<file path="config.mk">
export PLATFORM = sky130hd
export DESIGN_NAME = ifd_core
export DESIGN_NICKNAME = d
export VERILOG_FILES = /design/src/ifd_pkg.sv /design/src/ifd_qgen.sv /design/src/ifd_fields.sv /design/src/ifd_core.sv
export SDC_FILE = /design/constraint.sdc
export NUM_CORES = 1
export LEC_CHECK = 0
export ABC_CLOCK_PERIOD_IN_PS = 5000
export BUFFER_PORTS_ARGS = -buffer_cell sky130_fd_sc_hd__buf_2
export CORE_MARGIN = 3
export CORE_UTILIZATION = 45
export CTS_CLUSTER_DIAMETER = 80
export CTS_CLUSTER_SIZE = 16
export DETAILED_ROUTE_END_ITERATION = 8
export PLACE_DENSITY = 0.77
export SYNTH_ARGS = -nofsm -noshare
export SYNTH_HDL_FRONTEND = slang
export SYNTH_SLANG_ARGS = --single-unit
export TNS_END_PERCENT = 10
</file>
<file path="constraint.sdc">
create_clock -name i_clk -period 5 [get_ports i_clk]
set_input_delay 0.5 -clock i_clk [delete_from_list [all_inputs] [get_ports i_clk]]
set_output_delay 0.5 -clock i_clk [all_outputs]
set_load 0.005 [all_outputs]
</file>
<file path="src/ifd_pkg.sv">
// package: instruction decode constants, enums and carrier structs
package ifd_pkg;
    // program word width
    localparam int unsigned WORD_W = 16;
    // oscillator periods per instruction cycle
    localparam int unsigned Q_PER_CYCLE = 4;
    localparam logic [1:0] Q_LAST = 2'h3;
    // counts of the instruction set
    localparam int unsigned BASE_COUNT = 75;
    localparam int unsigned EXT_COUNT = 8;
    // second word of a double-word instruction: top nibble all ones
    localparam logic [3:0] SECOND_WORD_TAG = 4'hF;
    // bit-test-and-skip opcodes
    localparam logic [3:0] OP_SKIP_CLR = 4'hB;
    localparam logic [3:0] OP_SKIP_SET = 4'hA;
    // double-word first-word patterns (upper byte, masked)
    localparam logic [7:0] DW_MOVE_PAIR = 8'hC0;   // top nibble 1100
    localparam logic [7:0] DW_GOTO = 8'hEF;
    localparam logic [7:0] DW_CALL_LO = 8'hEC;     // ec/ed
    localparam logic [7:0] DW_LOAD_PTR = 8'hEE;
    // extended group prefix 1110_1000 .. 1110_1011
    localparam logic [5:0] EXT_PREFIX = 6'h3A;     // 1110_10xx
    // field positions
    localparam int unsigned F_LSB = 0;
    localparam int unsigned D_BIT = 9;
    localparam int unsigned A_BIT = 8;
    localparam int unsigned B_LSB = 9;
    localparam int unsigned S_BIT = 0;
    // destination encodings
    localparam logic DEST_ACC = 1'b0;
    localparam logic DEST_FILE = 1'b1;

    // operation class
    typedef enum logic [2:0] {
        IFD_CLS_BYTE,
        IFD_CLS_BIT,
        IFD_CLS_LIT,
        IFD_CLS_CTRL,
        IFD_CLS_NOP
    } ifd_class_t;

    // decoded operand fields
    typedef struct packed {
        ifd_class_t cls;
        logic [7:0] file_addr;
        logic dest_file;
        logic access_sel;
        logic [2:0] bit_num;
        logic [7:0] literal;
        logic [1:0] ptr_sel;
        logic [10:0] prog_addr;
        logic shadow_mode;
        logic [1:0] table_mode;
        logic two_word;
        logic skip_clr;
        logic skip_set;
        logic branch;
        logic extended;
    } ifd_fields_t;
endpackage

</file>
<file path="src/ifd_qgen.sv">
// quarter-cycle phase generator: one instruction cycle per four clocks
`timescale 1ns/1ps
module ifd_qgen (
    // clock and reset
    input wire logic i_clk,
    input wire logic i_rst,
    // phase outputs
    output logic [1:0] o_phase,
    output logic o_cycle_end
);
    import ifd_pkg::*;

    logic [1:0] phase_q; // current quarter

    always_ff @(posedge i_clk or posedge i_rst) begin
        if (i_rst) begin
            phase_q <= 2'h0;
        end else begin
            phase_q <= phase_q + 2'h1;
        end
    end

    assign o_phase = phase_q;
    // pulse on the last quarter of each instruction cycle
    assign o_cycle_end = (phase_q == Q_LAST);
endmodule // ifd_qgen

</file>
<file path="src/ifd_fields.sv">
// combinational operand field decoder for one program word
`timescale 1ns/1ps
module ifd_fields (
    // word in
    input wire logic [15:0] i_word,
    // decoded fields
    output ifd_pkg::ifd_fields_t o_fields
);
    import ifd_pkg::*;

    wire logic [3:0] top_nib = i_word[15:12];
    wire logic [7:0] top_byte = i_word[15:8];
    // double-word first words
    wire logic is_movff = (top_nib == DW_MOVE_PAIR[7:4]);
    wire logic is_goto = (top_byte == DW_GOTO);
    wire logic is_call = (top_byte[7:1] == DW_CALL_LO[7:1]);
    wire logic is_lfsr = (top_byte == DW_LOAD_PTR) && (i_word[7:6] == 2'h0);
    // lone second word
    wire logic is_second = (top_nib == SECOND_WORD_TAG);
    wire logic is_ext = (i_word[15:10] == EXT_PREFIX);
    wire logic is_skip_clr = (top_nib == OP_SKIP_CLR);
    wire logic is_skip_set = (top_nib == OP_SKIP_SET);
    wire logic is_bitop = (top_nib[3:2] == 2'h2) || (top_nib == 4'h7);
    wire logic is_branch = (top_nib == 4'hD) || (top_nib == 4'hE && !is_ext
        && !is_call && !is_lfsr && top_byte != DW_GOTO);
    wire logic is_lit = (top_nib == 4'h0 && i_word[11:8] != 4'h0) || is_lfsr || is_ext;

    always_comb begin
        o_fields = '0;
        o_fields.file_addr = i_word[7:0];
        o_fields.access_sel = i_word[A_BIT];
        o_fields.dest_file = i_word[D_BIT];
        o_fields.bit_num = i_word[11:9];
        o_fields.literal = i_word[7:0];
        o_fields.ptr_sel = i_word[5:4];
        o_fields.prog_addr = i_word[10:0];
        o_fields.shadow_mode = i_word[S_BIT];
        o_fields.table_mode = i_word[1:0];
        o_fields.two_word = is_movff || is_goto || is_call || is_lfsr;
        o_fields.skip_clr = is_skip_clr;
        o_fields.skip_set = is_skip_set;
        o_fields.branch = is_branch || is_goto || is_call;
        o_fields.extended = is_ext;
        if (is_second && !is_ext) begin
            o_fields.cls = IFD_CLS_NOP;
            o_fields.two_word = 1'b0;
            o_fields.branch = 1'b0;
        end else if (is_skip_clr || is_skip_set || is_bitop) begin
            o_fields.cls = IFD_CLS_BIT;
        end else if (is_lit) begin
            o_fields.cls = IFD_CLS_LIT;
        end else if (o_fields.branch || top_nib == 4'h0) begin
            o_fields.cls = IFD_CLS_CTRL;
        end else begin
            o_fields.cls = IFD_CLS_BYTE;
        end
    end
endmodule // ifd_fields

</file>
<file path="src/ifd_core.sv">
// instruction format and timing sequencer: fetch, decode, skip, cycle count
`timescale 1ns/1ps
module ifd_core (
    // clock and reset
    input wire logic i_clk,
    input wire logic i_rst,
    // program memory side
    input wire logic [15:0] i_prog_word,
    input wire logic i_prog_valid,
    output logic o_fetch,
    // configuration and condition inputs
    input wire logic i_ext_enable,
    input wire logic i_branch_taken,
    input wire logic [7:0] i_file_data,
    // decoded result to the data path
    output ifd_pkg::ifd_fields_t o_fields,
    output logic o_exec,
    output logic o_write_acc,
    output logic o_write_file,
    output logic o_nop_cycle,
    output logic o_status_we,
    output logic [1:0] o_phase,
    output logic [1:0] o_cycles_used
);
    import ifd_pkg::*;

    typedef enum logic [1:0] {
        IFD_ST_FIRST,
        IFD_ST_SECOND,
        IFD_ST_FLUSH
    } ifd_state_t;

    ifd_state_t state_q; // sequencer state
    ifd_state_t state_d;
    ifd_fields_t fld_q; // held decode of the current instruction
    ifd_fields_t fld_w; // decode of the incoming word
    logic [1:0] flush_q; // nop cycles still owed
    logic [1:0] flush_d;
    logic [1:0] used_q; // cycles the last instruction took
    logic [1:0] used_d;
    logic [1:0] run_q; // cycles of the current instruction so far
    logic [1:0] run_d;
    logic exec_q; // execute pulse of a real instruction
    logic cycle_end; // last quarter of instruction cycle
    logic [1:0] phase;

    // quarter phase generator
    ifd_qgen u_qgen (
        .i_clk(i_clk),
        .i_rst(i_rst),
        .o_phase(phase),
        .o_cycle_end(cycle_end)
    );

    // field decoder of the fetched word
    ifd_fields u_fields (
        .i_word(i_prog_word),
        .o_fields(fld_w)
    );

    // selected bit of the file operand
    wire logic sel_bit = i_file_data[fld_q.bit_num];
    wire logic skip_hit = (fld_q.skip_clr && !sel_bit) || (fld_q.skip_set && sel_bit);
    // extended words are nops while the extension is off
    wire logic ext_block = fld_w.extended && !i_ext_enable;
    wire logic word_ok = i_prog_valid && !ext_block;
    // taken branch in a single word costs one extra cycle
    wire logic taken = fld_q.branch && i_branch_taken;

    // sequencer next state
    always_comb begin
        state_d = state_q;
        flush_d = flush_q;
        used_d = used_q;
        run_d = run_q;
        if (cycle_end) begin
            case (state_q)
                IFD_ST_FIRST: begin
                    run_d = 2'h1;
                    if (word_ok && fld_w.two_word) begin
                        state_d = IFD_ST_SECOND;
                    end else begin
                        used_d = 2'h1;
                    end
                end
                IFD_ST_SECOND: begin
                    run_d = run_q + 2'h1;
                    if (taken) begin
                        state_d = IFD_ST_FLUSH;
                        // execute cycle, then one nop for the discarded fetch
                        flush_d = 2'h2;
                    end else begin
                        state_d = IFD_ST_FIRST;
                        used_d = run_q + 2'h1;
                    end
                end
                IFD_ST_FLUSH: begin
                    run_d = run_q + 2'h1;
                    flush_d = flush_q - 2'h1;
                    if (flush_q == 2'h1) begin
                        state_d = IFD_ST_FIRST;
                        // run already counts this last flush cycle
                        used_d = run_q;
                    end
                end
                default: begin
                    state_d = IFD_ST_FIRST;
                end
            endcase
            if (state_q == IFD_ST_FIRST && exec_q && !fld_q.two_word
                && (skip_hit || taken)) begin
                state_d = IFD_ST_FLUSH;
                // skip over a double word costs two nops
                flush_d = (skip_hit && word_ok && fld_w.two_word) ? 2'h2 : 2'h1;
                run_d = 2'h2;
            end
        end
    end

    // state registers
    always_ff @(posedge i_clk or posedge i_rst) begin
        if (i_rst) begin
            state_q <= IFD_ST_FIRST;
            flush_q <= 2'h0;
            used_q <= 2'h0;
            run_q <= 2'h0;
        end else begin
            state_q <= state_d;
            flush_q <= flush_d;
            used_q <= used_d;
            run_q <= run_d;
        end
    end

    // capture decode of each new first word
    always_ff @(posedge i_clk or posedge i_rst) begin
        if (i_rst) begin
            fld_q <= '0;
            exec_q <= 1'b0;
        end else if (cycle_end) begin
            // one word per fetch
            // the word fetched as a flush ends is the next real instruction
            if (state_d == IFD_ST_FIRST
                && (state_q == IFD_ST_FIRST || state_q == IFD_ST_FLUSH)) begin
                fld_q <= fld_w;
                exec_q <= word_ok && fld_w.cls != IFD_CLS_NOP;
            end else if (state_q == IFD_ST_FIRST && state_d == IFD_ST_SECOND) begin
                fld_q <= fld_w;
                exec_q <= 1'b0;
            end else if (state_q == IFD_ST_SECOND) begin
                exec_q <= 1'b1;
            end else begin
                exec_q <= 1'b0;
            end
        end
    end

    // fetch at each cycle boundary
    assign o_fetch = cycle_end;
    assign o_fields = fld_q;
    assign o_exec = exec_q;
    assign o_phase = phase;
    assign o_cycles_used = used_q;
    assign o_nop_cycle = !exec_q || state_q == IFD_ST_FLUSH;
    assign o_write_acc = exec_q && fld_q.cls == IFD_CLS_BYTE && fld_q.dest_file == DEST_ACC;
    assign o_write_file = exec_q && fld_q.cls == IFD_CLS_BYTE && fld_q.dest_file == DEST_FILE;
    assign o_status_we = exec_q && fld_q.cls == IFD_CLS_BYTE
        && !fld_q.skip_clr && !fld_q.skip_set;
endmodule // ifd_core

</file>
After elaboration in Yosys (flattened, before gate mapping)
Cells that the tools add are included.

Flip-flop bits (word level): 56. Input port bits: 29. Word-level logic and storage cells: 145.

$add $sub $neg: 3. Magnitude comparators: 1. Eq/ne operators: 23. Multiplexer cells: 29. Bitwise gates (word level): 1. Reductions and logical operators: 67.

Operators by type and width (count): $mux 45 (2); $logic_and 1x1->1 (26); $mux 2 (13); $eq 4x4->1 const B (6); $eq 8x8->1 const B (2); $logic_or 1x1->1 (16); $pmux 2 s3 (2); $logic_not 1->1 (10); $mux 3 (3); $reduce_bool 3->1 (3); $ne 8x8->1 const B (1); $pmux 2 s2 (2); $eq 7x7->1 const B (1); $eq 2x1->1 const B (3); $eq 2x2->1 const B (3); $eq 6x6->1 const B (1); $logic_not 2->1 (3); $mux 1 (6); $ne 2x2->1 const B (3); $ne 3x3->1 const B (2); $reduce_and 5->1 (1); $add 2x1->2 const B (2); $eq 4x3->1 const B (1); $logic_not 4->1 (1); other kinds (10) (11).

Longest topological paths before layout
Depth after elaboration: 17. Depth in mapped cells: 8.

By module
A second synthesis with hierarchy kept.

Cell total of the unflattened synthesis: 277. Area total of the unflattened synthesis: 3236.9 µm².

Modules (own cells, without submodules): ifd_core (times used 1, cells each 200, area an instance 2676.3 µm², seq. area each 1351.3 µm²); ifd_fields (times used 1, cells each 72, area an instance 490.5 µm², seq. area each 0.0 µm²); ifd_qgen (times used 1, cells each 5, area an instance 70.1 µm², seq. area each 50.0 µm²).

Worst setup path before layout
Ideal clock, no wire load.

Kind: reg2reg. Start: register fld_q, in the netlist o_fields[29]. End: register fld_q, in the netlist o_fields[0]. Arrival time: 2401 ps. Required time: 4873 ps. Path slack: 2471 ps. Cell stages (with the launch flop): 8. Period minus slack after synthesis: 2529 ps. Cells stage by stage: dfrtp_1 > buf_4 > mux2i_1 > mux4_2 > mux2_4 > nor4_4 > buf_6 > mux2_1.

Word-level cells in the longest chain between the ends: 13. Elaborated cells between the ends (all ways): 17.

Ends and longest elaborated chain: from (decl) (RTL line ifd_core.sv:35) `ifd_fields_t fld_q;`; from (signal assigned) (RTL line ifd_core.sv:145) `fld_q <= fld_w;`; from (signal assigned) (RTL line ifd_core.sv:148) `fld_q <= fld_w;`; $bmux 1 s3 (*) (RTL line ifd_core.sv:62) `wire logic sel_bit = i_file_data[fld_q.bit_num];`; $mux 1 (not written as such) (*) (RTL line ifd_core.sv:62); $logic_not 1->1 (RTL line ifd_core.sv:63) `wire logic skip_hit = (fld_q.skip_clr && !sel_bit) || (fld_q.skip_set && sel_bit);`; $logic_and 1x1->1 (RTL line ifd_core.sv:63); $logic_or 1x1->1 (*) (RTL line ifd_core.sv:63); $logic_or 1x1->1 (*) (RTL line ifd_core.sv:111) `&& (skip_hit || taken)) begin`; $logic_and 1x1->1 (*) (RTL line ifd_core.sv:111); $mux 2 (*) (RTL line ifd_core.sv:110) `if (state_q == IFD_ST_FIRST && exec_q && !fld_q.two_word`; $mux 2 (*) (RTL line ifd_core.sv:76) `if (cycle_end) begin`; $eq 2x1->1 or $logic_not 2->1 (tied branches) (RTL line ifd_core.sv:147, ifd_core.sv:143); $logic_and 1x1->1 (on tied branches) (RTL line ifd_core.sv:147, ifd_core.sv:144); $reduce_bool 2->1 (no source line); $reduce_and 2->1 (no source line).

Every way passes the cells marked *; elsewhere a longest branch is shown, timed or not. The select of a mux whose other input is x is not followed. A chain may end at the register's enable or synchronous reset.

Worst setup path in the final report
Start: register fld_q, in the netlist o_fields[29]. End: register fld_q, in the netlist o_fields[4].

Same word-level chain as after synthesis.

==> impl_metrics.toml <==
[routing]
via_count = 1700
drt_iter0_markers = 85
wire_per_inst_um = 15.0
drc = 0
dr.pass1.iters = 4
via_per_inst = 5.40
wl_mm = 4.72
ant_nets = 0

[power]
p_leak_uw = 0.00120
pwr-share-comb_pct = 41.8
clkPwrFrac_pct = 19.1
swShare_pct = 37.0
pwr-share-seq_pct = 39.1
cell_internal_pwr_uw = 731
switching_power_uw = 429
ir_drop_uv = 366
total_power_uw = 1160
power_density_mw_per_mm2 = 484

[layout]
final_common_cell = "buf_2"
final_cell_count_no_fill = 315
nets = 299
layout-drive-gt1-share_pct = 37.7
layout_common_cells = "83 x buf_2, 31 x dfrtp_1, 18 x inv_1"
antenna_cells = 0
nFillCells = 380
area_growth_syn_to_layout_pct = 18.4

[clocking]
cts_resized = 0
cts_sinks = 31
clkTransAtPathRegs_ns = 0.07
clock_path_buffers = 2
h-tree-depth = 2
root_buffer = "clkbuf_8"
cts_hold_buf = 0
cts_tree = "done"
cts_buffers = 5
cts_setup_buffers = 0
clk_latency_ns = 0.29

[setup_path]
worstRegToRegCells = 6
cpMaxStageDelayCell = "dfrtp_1"
rr_endpoint = "o_fields[4]"
cp-end-kind = "flop"
r2r_slack_ns = 2.27
startpoint_type = "flop"
max_stage_delay_ns = 0.56
rr_startpoint = "o_fields[29]"
crit_chain = "mux2i_1 -> mux4_2 -> mux2_4 -> nor4_4 -> buf_4 -> mux2_1"
critPathMaxFanout = 21
crit_path_start = "o_fields[29]"
crit_type = "flop to flop"
worstPathRequired_ns = 5.18
arrival_ns = 2.90

[floorplanning]
initial_core_util_pct = 48.5
die-area_sq_mm = 0.00534
num_rows = 23
dieWidth_um = 73.1
io_pins = 84
coreArea_sq_mm = 0.00417
fp.dieH_um = 73.1

[grt]
grt_use_total_pct = 19.2
busiest_layer = "met2"
grt_pass1_wl_mm = 7.79
antenna_found_initial = 0
grtUsageMet2_pct = 30.1
grt_overflow = 0
grtUsageMet1_pct = 24.8
grt_max_degree = 32
grt_util_met3_pct = 4.55
grt_pass1_vias = 1696

[synthesis]
synth_compound_area_share_pct = 12.4
synth_area_sq_mm = 0.00202
synth_flop_cell = "dfrtp_1"
synth_top_family_by_area = "multiplexers"
ys_ff_latch = 31
synth_adder_area_share_pct = 3.71
syn-instance-count = 202
synth-async-reset-ratio_pct = 100
yosysSeqAreaShare_pct = 38.3
avgSynthCellArea_sq_um = 10.0
yosys_warnings = 0
syn_nets = 237
synthSimpleGateAreaFrac_pct = 14.2
synth.distinct_cells = 44
muxShareOfSynthArea_pct = 16.9
synth_area_leaders = "dfrtp_1 38%, buf_4 9.6%, mux2_1 9.5%"
synth_edf_count = 0
synth_top_cell_area_share_pct = 38.3
synth_top_area_cell = "dfrtp_1"
synthXorXnorAreaFrac_pct = 0

[timing]
max_freq_mhz = 367
setup-tns-final_ns = 0
fin_crit_ns = 2.73
max_slew.worst_pin.slew_ns = 1.03
setup_viol = 0
slew_headroom_pct = 30.8
drv_slew = 0
fin_crit_sh_pct = 54.6
fin_skew_ns = 0.00841
finalHoldViolCount = 0
whs_ns = 0.279
rsz0062_at_grt = "no"

[flow_run]
drv_cap = 0

[place]
port_buffers = 83
gp_congestion = 0.864
hpwlAfterDp_mm = 3.60
dpl.cell_count = 307

[outcome]
status = "finished, final reports clean"

[min_path]
hp-class = "primary input to async pin"
==> layer usage <==
metal  wire (um)  share of wire (%)
met1        2130                 45
met4          72                1.5
met2        2090                 44
met5           0                  0
met3         429                9.1
==> area by class of cell <==
type,instances,area (sq um),area share [%]
clock buffers,7,96.3,4.02
clock inverters,1,7.51,0.313
inverters,18,67.6,2.82
multi-input cells,123,955,39.9
flip-flops and latches,31,776,32.4
well taps,50,62.6,2.61
repair buffers,85,430,18.0
==> power by group through the flow <==
stage | sequential [uW] | clock, uW | combinational, uW
final | 453 | 222 | 485
after global routing | 474 | 236 | 543
after CTS | 456 | 226 | 491
after detailed placement | 461 | 0 | 489
after global placement | 453 | 0 | 484
after floorplan | 445 | 0 | 385
==> worst max path at each step <==
stage	to	slack, ns	cells past startpoint
after global placement	o_fields[15]	2.34	6
after CTS	o_fields[15]	2.26	6
after floorplan	o_fields[0]	2.47	7
final	o_fields[4]	2.27	6
after detailed placement	o_fields[15]	2.27	6
after global routing	o_fields[34]	2.14	6
==> cell families (layout without fill, tap and decap cells) <==
family / after synthesis / count (layout)
and+or+nand+nor: 52 / 52
buffers and inverters: 48 / 111
AOI/OAI and AO/OA: 35 / 35
DFF: 31 / 31
muxes: 30 / 30
adders and majority gates: 6 / 6
==> through the flow <==
step	setup slack, ns	cell area (sq um)	util [%]
finish	2.27	2390	57.4
global placement	2.34	2290	54.9
CTS	2.26	2390	57.4
detailed placement	2.27	2290	54.9
floorplan	2.47	2020	-
global route	2.14	2390	57.4
==> worst max-delay path: cells and delay by family (launching register included) <==
kind | cells | cell delay [ns]
muxes | 4 | 1.43
and+or+nand+nor | 1 | 0.28
buffers and inverters | 1 | 0.33
DFF | 1 | 0.56
==> synth_stat cells (3+ instances only) <==
library cell  number
a211oi_1           5
nor4_1             3
buf_4             26
nor2b_1            3
dfrtp_1           31
nand2_1           11
ha_1               6
mux2_1            17
inv_1             18
mux2i_1            9
nand2b_1           3
nor2_1            12
o21ai_0            5
nor3_1             6
a21oi_1            5
a21o_1             3
==> state kept, by name, indices dropped and copies added, names as in the netlist <==
signal	cells
flush_q	2
o_cycles_used	2
o_exec	1
o_fields	20
run_q	2
state_q	2
u_qgen.o_phase	2
Power figures use the tool's default switching activity.
